### config.mk
export PLATFORM = sky130hd
export DESIGN_NAME = dsp_channel
export DESIGN_NICKNAME = d
export VERILOG_FILES = /design/src/verilog/dsp_pkg.sv /design/src/verilog/dsp_fifo.sv /design/src/verilog/dsp_channel.sv
export VERILOG_INCLUDE_DIRS = /design/src /design/src/verilog
export SDC_FILE = /design/constraint.sdc
export NUM_CORES = 1
export LEC_CHECK = 0
export BUFFER_PORTS_ARGS = -buffer_cell sky130_fd_sc_hd__buf_4
export CORE_MARGIN = 2
export CORE_UTILIZATION = 65
export DETAILED_ROUTE_END_ITERATION = 8
export GPL_TIMING_DRIVEN = 0
export PLACE_DENSITY_LB_ADDON = 0.05
export SYNTH_ARGS = -nofsm -noshare
export SYNTH_HDL_FRONTEND = slang
export SYNTH_HIERARCHICAL = 1
export SYNTH_SLANG_ARGS = --single-unit
### constraint.sdc
create_clock -name clock -period 4.1 [get_ports clock]
set_input_delay 0.41 -clock clock [delete_from_list [all_inputs] [get_ports clock]]
set_output_delay 0.41 -clock clock [all_outputs]
set_load 0.02 [all_outputs]
### src/verilog/dsp_params.svh
// Purpose: Constants for the dual serial port
// Assumes: 100 MHz system clock
// Notes:   Counts and field codes only
`ifndef DSP_PARAMS_SVH
`define DSP_PARAMS_SVH
`define DSP_CLK_MHZ      100
`define DSP_RX_DEPTH     4
`define DSP_TX_DEPTH     2
`define DSP_OVS          16
`define DSP_STOP_MAX     32
`define DSP_PRESC_RST    16'h0035
`define DSP_STOP_RST     6'h10
`endif

### src/verilog/dsp_pkg.sv
// Purpose: Types for the dual serial port
// Assumes: Nothing
// Notes:   Mode and parity encodings
package dsp_pkg;
    typedef enum logic [1:0] {DSP_PAR_NONE, DSP_PAR_EVEN, DSP_PAR_ODD} dsp_par_t;
    typedef enum logic [1:0] {DSP_MODE_NORMAL, DSP_MODE_ECHO, DSP_MODE_LOCAL,
                              DSP_MODE_REMOTE} dsp_mode_t;
endpackage

### src/verilog/dsp_fifo.sv
// Purpose: Small character queue with registered read data
// Assumes: Push ignored when full, pop ignored when empty
// Notes:   Depth is a power of two
`timescale 1ns/1ps
module dsp_fifo #(parameter int DEPTH = 4, parameter int AW = 2)
(
    input  wire logic         clock,
    input  wire logic         rst_b,
    input  wire logic         push,
    input  wire logic [10:0]  wdata,
    input  wire logic         pop,
    output logic [10:0]       rdata,
    output logic              empty,
    output logic              full
);
    logic [10:0]  mem_ff [DEPTH];
    logic [AW:0]  wp_ff;
    logic [AW:0]  rp_ff;
    wire          do_push = push & ~full;
    wire          do_pop  = pop & ~empty;
    // Head after this edge; a push into the slot that becomes head bypasses memory
    wire [AW-1:0] rp_nxt  = rp_ff[AW-1:0] + AW'(do_pop);
    wire          wr_head = do_push && (wp_ff[AW-1:0] == rp_nxt);
    wire [AW:0]   fill    = wp_ff - rp_ff;
    assign empty = (wp_ff == rp_ff);
    assign full  = (wp_ff[AW] != rp_ff[AW]) && (wp_ff[AW-1:0] == rp_ff[AW-1:0]);
    // Pointers carry a wrap bit so full and empty are honest
    always_ff @(posedge clock or negedge rst_b)
    begin
        if (!rst_b)
        begin
            wp_ff <= '0;
            rp_ff <= '0;
        end
        else
        begin
            if (do_push) wp_ff <= wp_ff + 1'b1;
            if (do_pop)  rp_ff <= rp_ff + 1'b1;
        end
    end
    // Storage plus registered head word
    always_ff @(posedge clock)
    begin
        if (do_push) mem_ff[wp_ff[AW-1:0]] <= wdata;
    end
    always_ff @(posedge clock or negedge rst_b)
    begin
        if (!rst_b) rdata <= '0;
        else        rdata <= wr_head ? wdata : mem_ff[rp_nxt];
    end
    // Pointer arithmetic never claims more words than the depth
    property p_fill;
        @(posedge clock) disable iff (!rst_b)
        fill <= DEPTH;
    endproperty
    a_fill: assert property (p_fill)
        else $error("queue fill beyond depth");
endmodule // dsp_fifo

### src/verilog/dsp_channel.sv
// Purpose: One full-duplex asynchronous serial channel
// Assumes: Inputs synchronous to clock; rx line already synchronised
// Notes:   Two instances make the dual port
// Function
// - Two channels exist, each with independent receive and transmit paths running at once.
// - Data length is five to eight bits, set identically at both ends.
// - Parity is even, odd or none, generated on transmit and checked on receive.
// - Stop interval is programmable up to two bits in sixteenth-bit steps.
// - The receiver queues up to four characters for software.
// - The transmitter queues up to two characters from software.
// - Receive errors set readable sticky flags and each interrupt source has a mask.
// - Each channel has a request-to-send output and a clear-to-send input from the far end.
// - Bit timing comes from the system clock through a programmable prescaler.
// - Modes normal, auto echo, local loopback and remote loopback are selectable.
// - An interrupt is raised for receive data, transmit space and errors, subject to masks.
// - Each channel issues DMA requests for receive and transmit.
`timescale 1ns/1ps
`include "dsp_params.svh"
module dsp_channel
(
    input  wire logic             clock,
    input  wire logic             rst_b,
    input  wire logic [15:0]      prescale,
    input  wire logic [1:0]       data_bits,
    input  wire dsp_pkg::dsp_par_t parity,
    input  wire logic [5:0]       stop_len,
    input  wire dsp_pkg::dsp_mode_t mode,
    input  wire logic [3:0]       irq_mask,
    input  wire logic             tx_wr,
    input  wire logic [7:0]       tx_data,
    input  wire logic             rx_rd,
    output logic [7:0]            rx_data,
    output logic                  rx_valid,
    input  wire logic             err_clr,
    output logic [2:0]            err_flags,
    output logic                  tx_ready,
    output logic                  irq,
    output logic                  dma_rx_req,
    output logic                  dma_tx_req,
    input  wire logic             rxd,
    output logic                  txd,
    input  wire logic             cts_b,
    output logic                  rts_b
);
    import dsp_pkg::*;
    typedef enum {DSP_TX_IDLE, DSP_TX_START, DSP_TX_DATA, DSP_TX_PAR, DSP_TX_STOP} dsp_txs_t;
    typedef enum {DSP_RX_IDLE, DSP_RX_START, DSP_RX_DATA, DSP_RX_PAR, DSP_RX_STOP} dsp_rxs_t;

    // Prescaler gives a 16x oversample tick
    logic [15:0] pre_ff;
    wire         tick = (pre_ff == 16'h0000);
    always_ff @(posedge clock or negedge rst_b)
    begin
        if (!rst_b) pre_ff <= '0;
        else        pre_ff <= tick ? prescale : pre_ff - 16'h0001;
    end

    wire [3:0] nbits  = 4'h5 + {2'b00, data_bits};
    wire       par_on = (parity != DSP_PAR_NONE);
    // Longer settings clamp to two bit times, the most the frame allows
    wire [5:0] stop_eff = (stop_len > 6'(`DSP_STOP_MAX)) ? 6'(`DSP_STOP_MAX) : stop_len;

    // Transmit queue, two deep
    logic [10:0] tq_rd;
    logic        tq_empty;
    logic        tq_full;
    logic        tq_pop;
    logic        rmt_push;
    logic [7:0]  rx_shift_ff;
    wire         tq_push = (mode == DSP_MODE_REMOTE) ? rmt_push : tx_wr;
    wire [7:0]   tq_wd   = (mode == DSP_MODE_REMOTE) ? rx_shift_ff : tx_data;
    dsp_fifo #(.DEPTH(`DSP_TX_DEPTH), .AW(1)) u_txq
    (
        .clock (clock), .rst_b (rst_b), .push (tq_push), .wdata ({3'b000, tq_wd}),
        .pop (tq_pop), .rdata (tq_rd), .empty (tq_empty), .full (tq_full)
    );
    assign tx_ready   = ~tq_full & (mode != DSP_MODE_REMOTE);
    assign dma_tx_req = tx_ready;

    // Transmitter, independent of the receiver
    dsp_txs_t    txs_ff;
    logic [3:0]  tsub_ff;
    logic [5:0]  tcnt_ff;
    logic [7:0]  tsh_ff;
    logic        tpar_ff;
    logic        tline_ff;
    logic        fetch_ff;
    // Flow control: hold start while far end is not clear
    wire tx_go = ~tq_empty & ~cts_b & ~fetch_ff;
    assign tq_pop = (txs_ff == DSP_TX_IDLE) & tx_go;
    wire tbit_end = tick & (tsub_ff == 4'hf);
    always_ff @(posedge clock or negedge rst_b)
    begin
        if (!rst_b)
        begin
            txs_ff <= DSP_TX_IDLE; tsub_ff <= '0; tcnt_ff <= '0; tsh_ff <= '0;
            tpar_ff <= 1'b0; tline_ff <= 1'b1; fetch_ff <= 1'b0;
        end
        else
        begin
            fetch_ff <= tq_pop;
            if (tick) tsub_ff <= tsub_ff + 4'h1;
            unique case (txs_ff)
                DSP_TX_IDLE:
                begin
                    tline_ff <= 1'b1;
                    // Head word is registered, so it is taken at the pop itself
                    if (tq_pop) tsh_ff <= tq_rd[7:0];
                    if (fetch_ff)
                    begin
                        tpar_ff <= (parity == DSP_PAR_ODD);
                        tsub_ff <= '0; txs_ff <= DSP_TX_START; tline_ff <= 1'b0;
                    end
                end
                DSP_TX_START:
                    if (tbit_end)
                    begin
                        txs_ff <= DSP_TX_DATA; tcnt_ff <= '0; tline_ff <= tsh_ff[0];
                    end
                DSP_TX_DATA:
                    if (tbit_end)
                    begin
                        tpar_ff <= tpar_ff ^ tsh_ff[0];
                        tsh_ff  <= {1'b0, tsh_ff[7:1]};
                        tcnt_ff <= tcnt_ff + 6'h01;
                        if (tcnt_ff[3:0] == nbits - 4'h1)
                        begin
                            txs_ff <= par_on ? DSP_TX_PAR : DSP_TX_STOP;
                            tline_ff <= par_on ? (tpar_ff ^ tsh_ff[0]) : 1'b1;
                            tcnt_ff <= '0;
                        end
                        else tline_ff <= tsh_ff[1];
                    end
                DSP_TX_PAR:
                    if (tbit_end)
                    begin
                        txs_ff <= DSP_TX_STOP; tline_ff <= 1'b1; tcnt_ff <= '0;
                    end
                DSP_TX_STOP:
                    // Stop length counted in sixteenths
                    if (tick)
                    begin
                        tcnt_ff <= tcnt_ff + 6'h01;
                        if (tcnt_ff + 6'h01 >= stop_eff) txs_ff <= DSP_TX_IDLE;
                    end
            endcase
        end
    end

    // Transmitter checks
    property p_cts_hold;
        @(posedge clock) disable iff (!rst_b)
        (txs_ff == DSP_TX_IDLE && cts_b && !fetch_ff) |=> (txs_ff == DSP_TX_IDLE);
    endproperty
    a_cts_hold: assert property (p_cts_hold)
        else $error("frame started while far end not clear");
    property p_stop_max;
        @(posedge clock) disable iff (!rst_b)
        (txs_ff == DSP_TX_STOP) |-> (tcnt_ff < `DSP_STOP_MAX);
    endproperty
    a_stop_max: assert property (p_stop_max)
        else $error("stop interval beyond two bit times");
    property p_tx_count;
        @(posedge clock) disable iff (!rst_b)
        (txs_ff == DSP_TX_DATA) |-> (tcnt_ff[3:0] < nbits);
    endproperty
    a_tx_count: assert property (p_tx_count)
        else $error("transmit data count beyond length");

    // Receiver input and transmit line routing by mode
    wire rx_in = (mode == DSP_MODE_LOCAL) ? tline_ff : rxd;
    assign txd = (mode == DSP_MODE_ECHO) ? rxd :
                 (mode == DSP_MODE_LOCAL) ? 1'b1 : tline_ff;
    property p_txd_idle;
        @(posedge clock) disable iff (!rst_b)
        (txs_ff == DSP_TX_IDLE && mode != DSP_MODE_ECHO) |-> txd;
    endproperty
    a_txd_idle: assert property (p_txd_idle)
        else $error("transmit line low between frames");

    dsp_rxs_t   rxs_ff;
    logic [3:0] rsub_ff;
    logic [3:0] rcnt_ff;
    logic       rpar_ff;
    logic       perr_ff;
    logic       rdone_ff;
    logic       ferr_ff;
    wire        rsamp = tick & (rsub_ff == 4'h7);
    logic       rprev_ff;
    // Start needs a falling edge: a low stop bit must not restart the receiver
    always_ff @(posedge clock or negedge rst_b)
    begin
        if (!rst_b) rprev_ff <= 1'b1;                 // Idle level, no false edge
        else        rprev_ff <= rx_in;
    end
    wire        rx_fall = rprev_ff & ~rx_in;
    always_ff @(posedge clock or negedge rst_b)
    begin
        if (!rst_b)
        begin
            rxs_ff <= DSP_RX_IDLE; rsub_ff <= '0; rcnt_ff <= '0; rx_shift_ff <= '0;
            rpar_ff <= 1'b0; perr_ff <= 1'b0; rdone_ff <= 1'b0; ferr_ff <= 1'b0;
        end
        else
        begin
            rdone_ff <= 1'b0;
            if (tick) rsub_ff <= rsub_ff + 4'h1;
            unique case (rxs_ff)
                DSP_RX_IDLE:
                    if (rx_fall)
                    begin
                        rxs_ff <= DSP_RX_START; rsub_ff <= '0;
                    end
                DSP_RX_START:
                    if (rsamp)
                    begin
                        rxs_ff <= rx_in ? DSP_RX_IDLE : DSP_RX_DATA;
                        rcnt_ff <= '0; rx_shift_ff <= '0;
                        rpar_ff <= (parity == DSP_PAR_ODD);
                    end
                DSP_RX_DATA:
                    if (rsamp)
                    begin
                        rx_shift_ff[rcnt_ff[2:0]] <= rx_in;
                        rpar_ff <= rpar_ff ^ rx_in;
                        rcnt_ff <= rcnt_ff + 4'h1;
                        if (rcnt_ff == nbits - 4'h1) rxs_ff <= par_on ? DSP_RX_PAR : DSP_RX_STOP;
                    end
                DSP_RX_PAR:
                    if (rsamp)
                    begin
                        perr_ff <= rx_in != rpar_ff;
                        rxs_ff <= DSP_RX_STOP;
                    end
                DSP_RX_STOP:
                    if (rsamp)
                    begin
                        ferr_ff <= ~rx_in; rdone_ff <= 1'b1; rxs_ff <= DSP_RX_IDLE;
                        if (!par_on) perr_ff <= 1'b0;
                    end
            endcase
        end
    end

    property p_rx_count;
        @(posedge clock) disable iff (!rst_b)
        (rxs_ff == DSP_RX_DATA) |-> (rcnt_ff < nbits);
    endproperty
    a_rx_count: assert property (p_rx_count)
        else $error("receive data count beyond length");

    // Receive queue, four deep
    logic [10:0] rq_rd;
    logic        rq_empty;
    logic        rq_full;
    wire         to_sw   = rdone_ff & (mode != DSP_MODE_REMOTE);
    assign       rmt_push = rdone_ff & (mode == DSP_MODE_REMOTE);
    dsp_fifo #(.DEPTH(`DSP_RX_DEPTH), .AW(2)) u_rxq
    (
        .clock (clock), .rst_b (rst_b), .push (to_sw),
        .wdata ({1'b0, ferr_ff, perr_ff, rx_shift_ff}),
        .pop (rx_rd), .rdata (rq_rd), .empty (rq_empty), .full (rq_full)
    );
    assign rx_data    = rq_rd[7:0];
    assign rx_valid   = ~rq_empty;
    assign dma_rx_req = rx_valid;
    assign rts_b      = rq_full;                        // Ask far end to pause

    // Sticky errors: set wins over clear
    logic [2:0] err_ff;
    wire  [2:0] err_set = {to_sw & rq_full, to_sw & ferr_ff, to_sw & perr_ff & par_on};
    always_ff @(posedge clock or negedge rst_b)
    begin
        if (!rst_b) err_ff <= '0;
        else        err_ff <= err_set | (err_clr ? 3'b000 : err_ff);
    end
    assign err_flags = err_ff;
    property p_err_sticky;
        @(posedge clock) disable iff (!rst_b)
        !err_clr |=> ((err_ff & $past(err_ff)) == $past(err_ff));
    endproperty
    a_err_sticky: assert property (p_err_sticky)
        else $error("error flag dropped without clear");
    // Main scenarios worth seeing
    c_par_err: cover property (@(posedge clock) disable iff (!rst_b) err_set[0]);
    c_overrun: cover property (@(posedge clock) disable iff (!rst_b) err_set[2]);
    c_remote_push: cover property (@(posedge clock) disable iff (!rst_b) rmt_push);
    c_cts_wait: cover property (@(posedge clock) disable iff (!rst_b) cts_b & ~tq_empty);
    // Masked interrupt sources
    assign irq = |({|err_ff, rq_full, rx_valid, tx_ready} & irq_mask);
endmodule // dsp_channel

; ---- Word-level counts from Yosys, hierarchy flattened
; Memory sizes are Yosys's and may differ from the RTL's. A register that Yosys moved wholly into a read port is not among the register bits.
; Index checks and enable logic that the tools add are counted.
[totals]
register_bits = 143
mem_bits_rw = 56
inputBits = 47
out_inout_bits = 18
elab_cells = 210
memories = 2
[memory_table]
columns = name, depth, width, rd, rd_clocked_by_memory_dff, wr, line_no
row1 = u_rxq.mem_ff, 4, 10, 1, 0, 1, dsp_fifo.sv:16  ; logic [10:0] mem_ff [DEPTH];
row2 = u_txq.mem_ff, 2, 8, 1, 1, 1, dsp_fifo.sv:16
[op_classes]
addsub = 13
order_cmp = 4
n_eq_ne = 41
muxes = 72
n_bitwise = 28
reduce_logical = 27
[ops]
columns = op, n
row1 = two-way mux 32 bit, 13
row2 = case mux 32 bit (5 select lines), 2
row3 = "== test 32 x 2 -> 1 bit, second input constant", 4
row4 = logical NOT 32 bit, 3
row5 = "== test 32 x 1 -> 1 bit, second input constant", 2
row6 = "== test 32 x 3 -> 1 bit, second input constant", 2
row7 = two-way mux 8 bit, 6
row8 = two-way mux 4 bit, 8
row9 = "inequality test 2 bit, second input constant", 16
row10 = case mux 8 bit (2 select lines), 2
row11 = two-way mux 6 bit, 5
row12 = two-way mux 1 bit, 24
row13 = case mux 6 bit (3 select lines), 1
row14 = bitwise AND 1 bit, 17
row15 = logical NOT 16 bit, 1
row16 = two-way mux 16 bit, 1
row17 = "subtractor 16 x 1 -> 16 bit, second input constant", 1
row18 = "adder 4 x 1 -> 4 bit, second input constant", 3
row19 = AND reduction 4 bit, 3
row20 = AND reduction 3 bit, 3
row21 = bitwise mux 8 bit, 1
row22 = == test 4 bit, 2
row23 = case mux 4 bit (2 select lines), 1
row24 = nonzero test 2 bit, 4
row25 = 39 further kinds, 60

; ---- Logic depth before layout (Yosys ltp)
[logic_depth]
depth_word = 7
depth_mapped = 9
mapped_depth_nobuf = 8

; ---- Cells and area by module
; Netlist, hierarchy kept.
[modules_own_cells]
columns = mod, n_inst, cells_per_inst, area_each_um2
row1 = dsp_channel, 1, 411, 3890.0
row2 = dsp_fifo (u_rxq), 1, 121, 2427.3
row3 = dsp_fifo (u_txq), 1, 108, 1506.4

; ---- Worst setup path before layout
; OpenSTA, ideal clock, no wires.
[synth_path]
path_kind = flip-flop to flip-flop
startpoint = register u_rxq.wp_ff[0]
endpoint = register u_rxq.rdata[0]
setup_time_ns = 0.125
arrival_ns = 2.347
t_required_ns = 3.975
slack_ns = 1.628
stages_incl_launch_ff = 8
n_path_buf = 1
path_cell_list = dfrtp_1 xnor2_1 a31oi_1 ha_1 xor2_1 clkbuf_1 mux4_2 mux2_2
[synth_between]
elab_chain_cells = 7
elab_cells_between_ends = 12
[synth_lines]
columns = element, line_no
row1 = "start, declared", dsp_fifo.sv:17  ; logic [AW:0] wp_ff;
row2 = "start signal, assigned", dsp_fifo.sv:37  ; if (do_push) wp_ff <= wp_ff + 1'b1;
row3 = == test 3 bit *, dsp_fifo.sv:25  ; assign empty = (wp_ff == rp_ff);
row4 = NOT 1 bit *, dsp_fifo.sv:20  ; wire do_pop = pop & ~empty;
row5 = bitwise AND 1 bit *, dsp_fifo.sv:20
row6 = named net u_rxq.do_pop, dsp_fifo.sv:20
row7 = adder 2 x 1 -> 2 bit *, dsp_fifo.sv:22  ; wire [AW-1:0] rp_nxt = rp_ff[AW-1:0] + AW'(do_pop);
row8 = "parallel branches: the longest is 2 deep, another holds memory read (4 x 10 bit)", -
row9 = two-way mux 8 bit *, dsp_fifo.sv:49  ; else rdata <= wr_head ? wdata : mem_ff[rp_nxt];
row10 = "end signal, assigned", dsp_fifo.sv:49
row11 = "end, declared", dsp_fifo.sv:12  ; output logic [10:0] rdata,
; Mark *: on every way through the listed nets, which the timed path passes.
; A chain may end at the register's enable or synchronous reset.

; ---- Worst setup path in the final report
[layout_path]
startpoint = register u_rxq.wp_ff[0]
endpoint = register u_rxq.rdata[7]
; Same word-level chain as after synthesis.

==> metrics.md <==
| Metric | Value |
|---|---|
| Status | finished clean |
| Post-Route WL | 14630 um |
| Clock Skew | 0.009661 ns |
| CTS buffer count | 17 |
| Fin. Hold Viols | 0 |
| Synthesis Warnings | 6 |
| Slew margin rel. | 22.06% |
| Std-Cell Rows | 37 |
| Commonest non-fill, non-tap cell in the layout | dfrtp_1 |
| Non-Filler Instances | ~830 |
| Mean Syn Cell Area | 11.64 um2 |
| Post-DRT Antenna Nets | 0 |
| Die area | 11530 um2 |
| Total track usage | 27.62% |
| Max incr delay on CP | 0.48 ns |
| Clock transition at the registers of the reported paths | 0.06 ns |
| Gates resized, CTS repair | 0 |
| Most crowded layer after global routing | met2 |
| Max clock buf depth | 2 |
| Most frequent cells in the layout | dfrtp_1 (91), buf_4 (66), edfxtp_1 (48) |
| Startpoint types | flip-flop |
| Mapped Cells | 597 |
| Synthesis-to-finish area growth | 17.07% |
| Hold buffer count at cts | 0 |
| Max Cap Violations | 0 |
| Post-place setup slack | 1.170 ns |
| Hold crit path type | in -> reg |
| Sink Count | 141 |
| Setup slack after layout | 1.122 ns |
| Total grt overflow | 0 |
| Die Y | 107.4 um |
| GR Layer Usage met1 | 36.19% |
| Cell Pwr Density | about 460 nW/um2 |
| Max Freq | 335.7 MHz |
| Largest net degree at the start of global routing | 94 |
| Die width | 107.4 um |
| CTS tree | yes |
| Final setup vio count | 0 |
| Post-synth net total | around 660 |
| Core ar. | 10370 um2 |
| Peak VDD IR | 412.0 uV |
| Vias in the first global route | roughly 5000 |
| DR vias | just under 5000 |
| Leakage | 0.003138 uW |
| CP Capture Type | flip-flop |
| Buffers added on ports | 64 |
| Routed wire length per instance | 17.64 um |
| Final setup TNS | 0 ns |
| Initial Utilization | between 60% and 70% |
| Initial antenna violation count | 0 |
| Cell Chain, Critical Path | xnor2_1 > a31oi_1 > ha_1 > xor2_1 > clkbuf_1 > mux4_2 > mux2_2 |
| DRT Pass-1 Iters | 5 |
| Grt met2 use | a little under half |
| Slew Limit Fails | 0 |
| # diodes | 0 |
| RSZ-0062 raised after global routing | false |
| Via density per instance | 5.978 |
| First-pass GRT wire length | 24290 um |
| DP Wirelength | 10220 um |
| Setup CP Type | reg -> reg |
| Post-CTS Setup Repair Bufs | 0 |
| CP max stage cell | a31oi_1 |
| Data required, critical path | 4.51 ns |
| # nets final | 744 |
| Clock insertion delay at the later pin of the skew report | ~0.54 ns |
| FILL cells | 689 |
| Placed cell count | 797 |
| Root Driver | clkbuf_8 |
| Mapped Area | 6949 um2 |
| DR iter-0 viols | 394 |
| Fraction of layout instances using a drive strength above 1 | a little over a fifth |
| Worst Path Arrival | roughly 3.4 ns |
| IO Pins | 65 |
| Worst slew pin tran | 1.169 ns |
| CTS HTree Levels | 4 |
| Final min period | 2.978 ns |
| Met3 Usage GRT | 5.145% |
| Tcrit/Tclk final | 72.64% |
| Max FO, Critical Path | 7 |
| # DRC | 0 |
| Gp weighted congestion | between 0.8 and 0.9 |
==> sequential cells by signal (all words and copies together) (netlist names), 2 cells and up <==
name and flops:
u_txq/wp_ff 2, rx_shift_ff 8, u_rxq/wp_ff 3, err_flags 3
u_txq/rp_ff 2, rsub_ff 4, rxs_ff 3, rcnt_ff 4
txs_ff 3, tcnt_ff 6, tsub_ff 4, u_txq/mem_ff 16
u_rxq/rp_ff 3, u_txq/rdata 8, u_rxq/mem_ff 32, tsh_ff 8
pre_ff 16, u_rxq/rdata 8
==> worst paths after layout <==
kind                                            start                  endpoint  slack [ns]  cells after the start
setup / recovery           u_rxq/wp_ff[0]$_DFFE_PN0P_  u_rxq/rdata[7]$_DFF_PN0_        1.12                      7
hold / removal                           prescale[11]      pre_ff[11]$_DFF_PN0_        0.09                      3
setup reg to reg           u_rxq/wp_ff[0]$_DFFE_PN0P_  u_rxq/rdata[7]$_DFF_PN0_        1.12                      7
hold reg to reg              u_txq/rdata[7]$_DFF_PN0_     tsh_ff[7]$_DFFE_PN0P_        0.48                      2
max in group asynchronous                       rst_b  u_txq/rdata[3]$_DFF_PN0_        3.25                      1
min in group asynchronous                       rst_b    err_flags[2]$_DFF_PN0_        0.11                      1
==> through the flow <==
step / power (uW) / hold slack [ns] / instance area (um2) / utilization, %
after CTS: 3795 / 0.06943 / 8135 / 78.45
after global placement: 2354 / 0.4453 / 7600 / 73.29
after detailed placement: 2399 / 0.4676 / 7600 / 73.29
after floorplan: 2171 / 0.1144 / 6949 / -
after global routing: 3921 / 0.09878 / 8135 / 78.45
final: 3765 / 0.08965 / 8135 / 78.45
==> critical path, delay by kind of cell, from the launching register on <==
kind	cells	cell delay [ns]
flops	1	0.46
compound gates	1	0.48
mux	2	0.65
fa+ha+maj	1	0.27
xor+xnor	2	0.59
buf+inv	1	0.41
==> routing by layer <==
metal	wire, um	part of all wire, %
met5	0	0
met4	247	1.7
met3	794	5.4
met2	7384	50
met1	6200	42
==> power breakdown <==
group	internal (uW)	switching, uW
Sequential	1580	106
Combinational	317	375
Clock	802	586
Total	2700	1070
==> final cells by class <==
class                   instances  area, um2  share of cell area (%)
plain buffers                  28      137.6                   1.692
clock buffers                  18      417.9                   5.137
clock inverters                14      117.6                   1.446
inverters                      23      86.33                   1.061
multi-input cells             405       2954                   36.31
flip-flops and latches        141       3771                   46.36
well taps                     136      170.2                   2.092
repair buffers                 64      480.5                   5.906
Power figures use the tool's default switching activity.
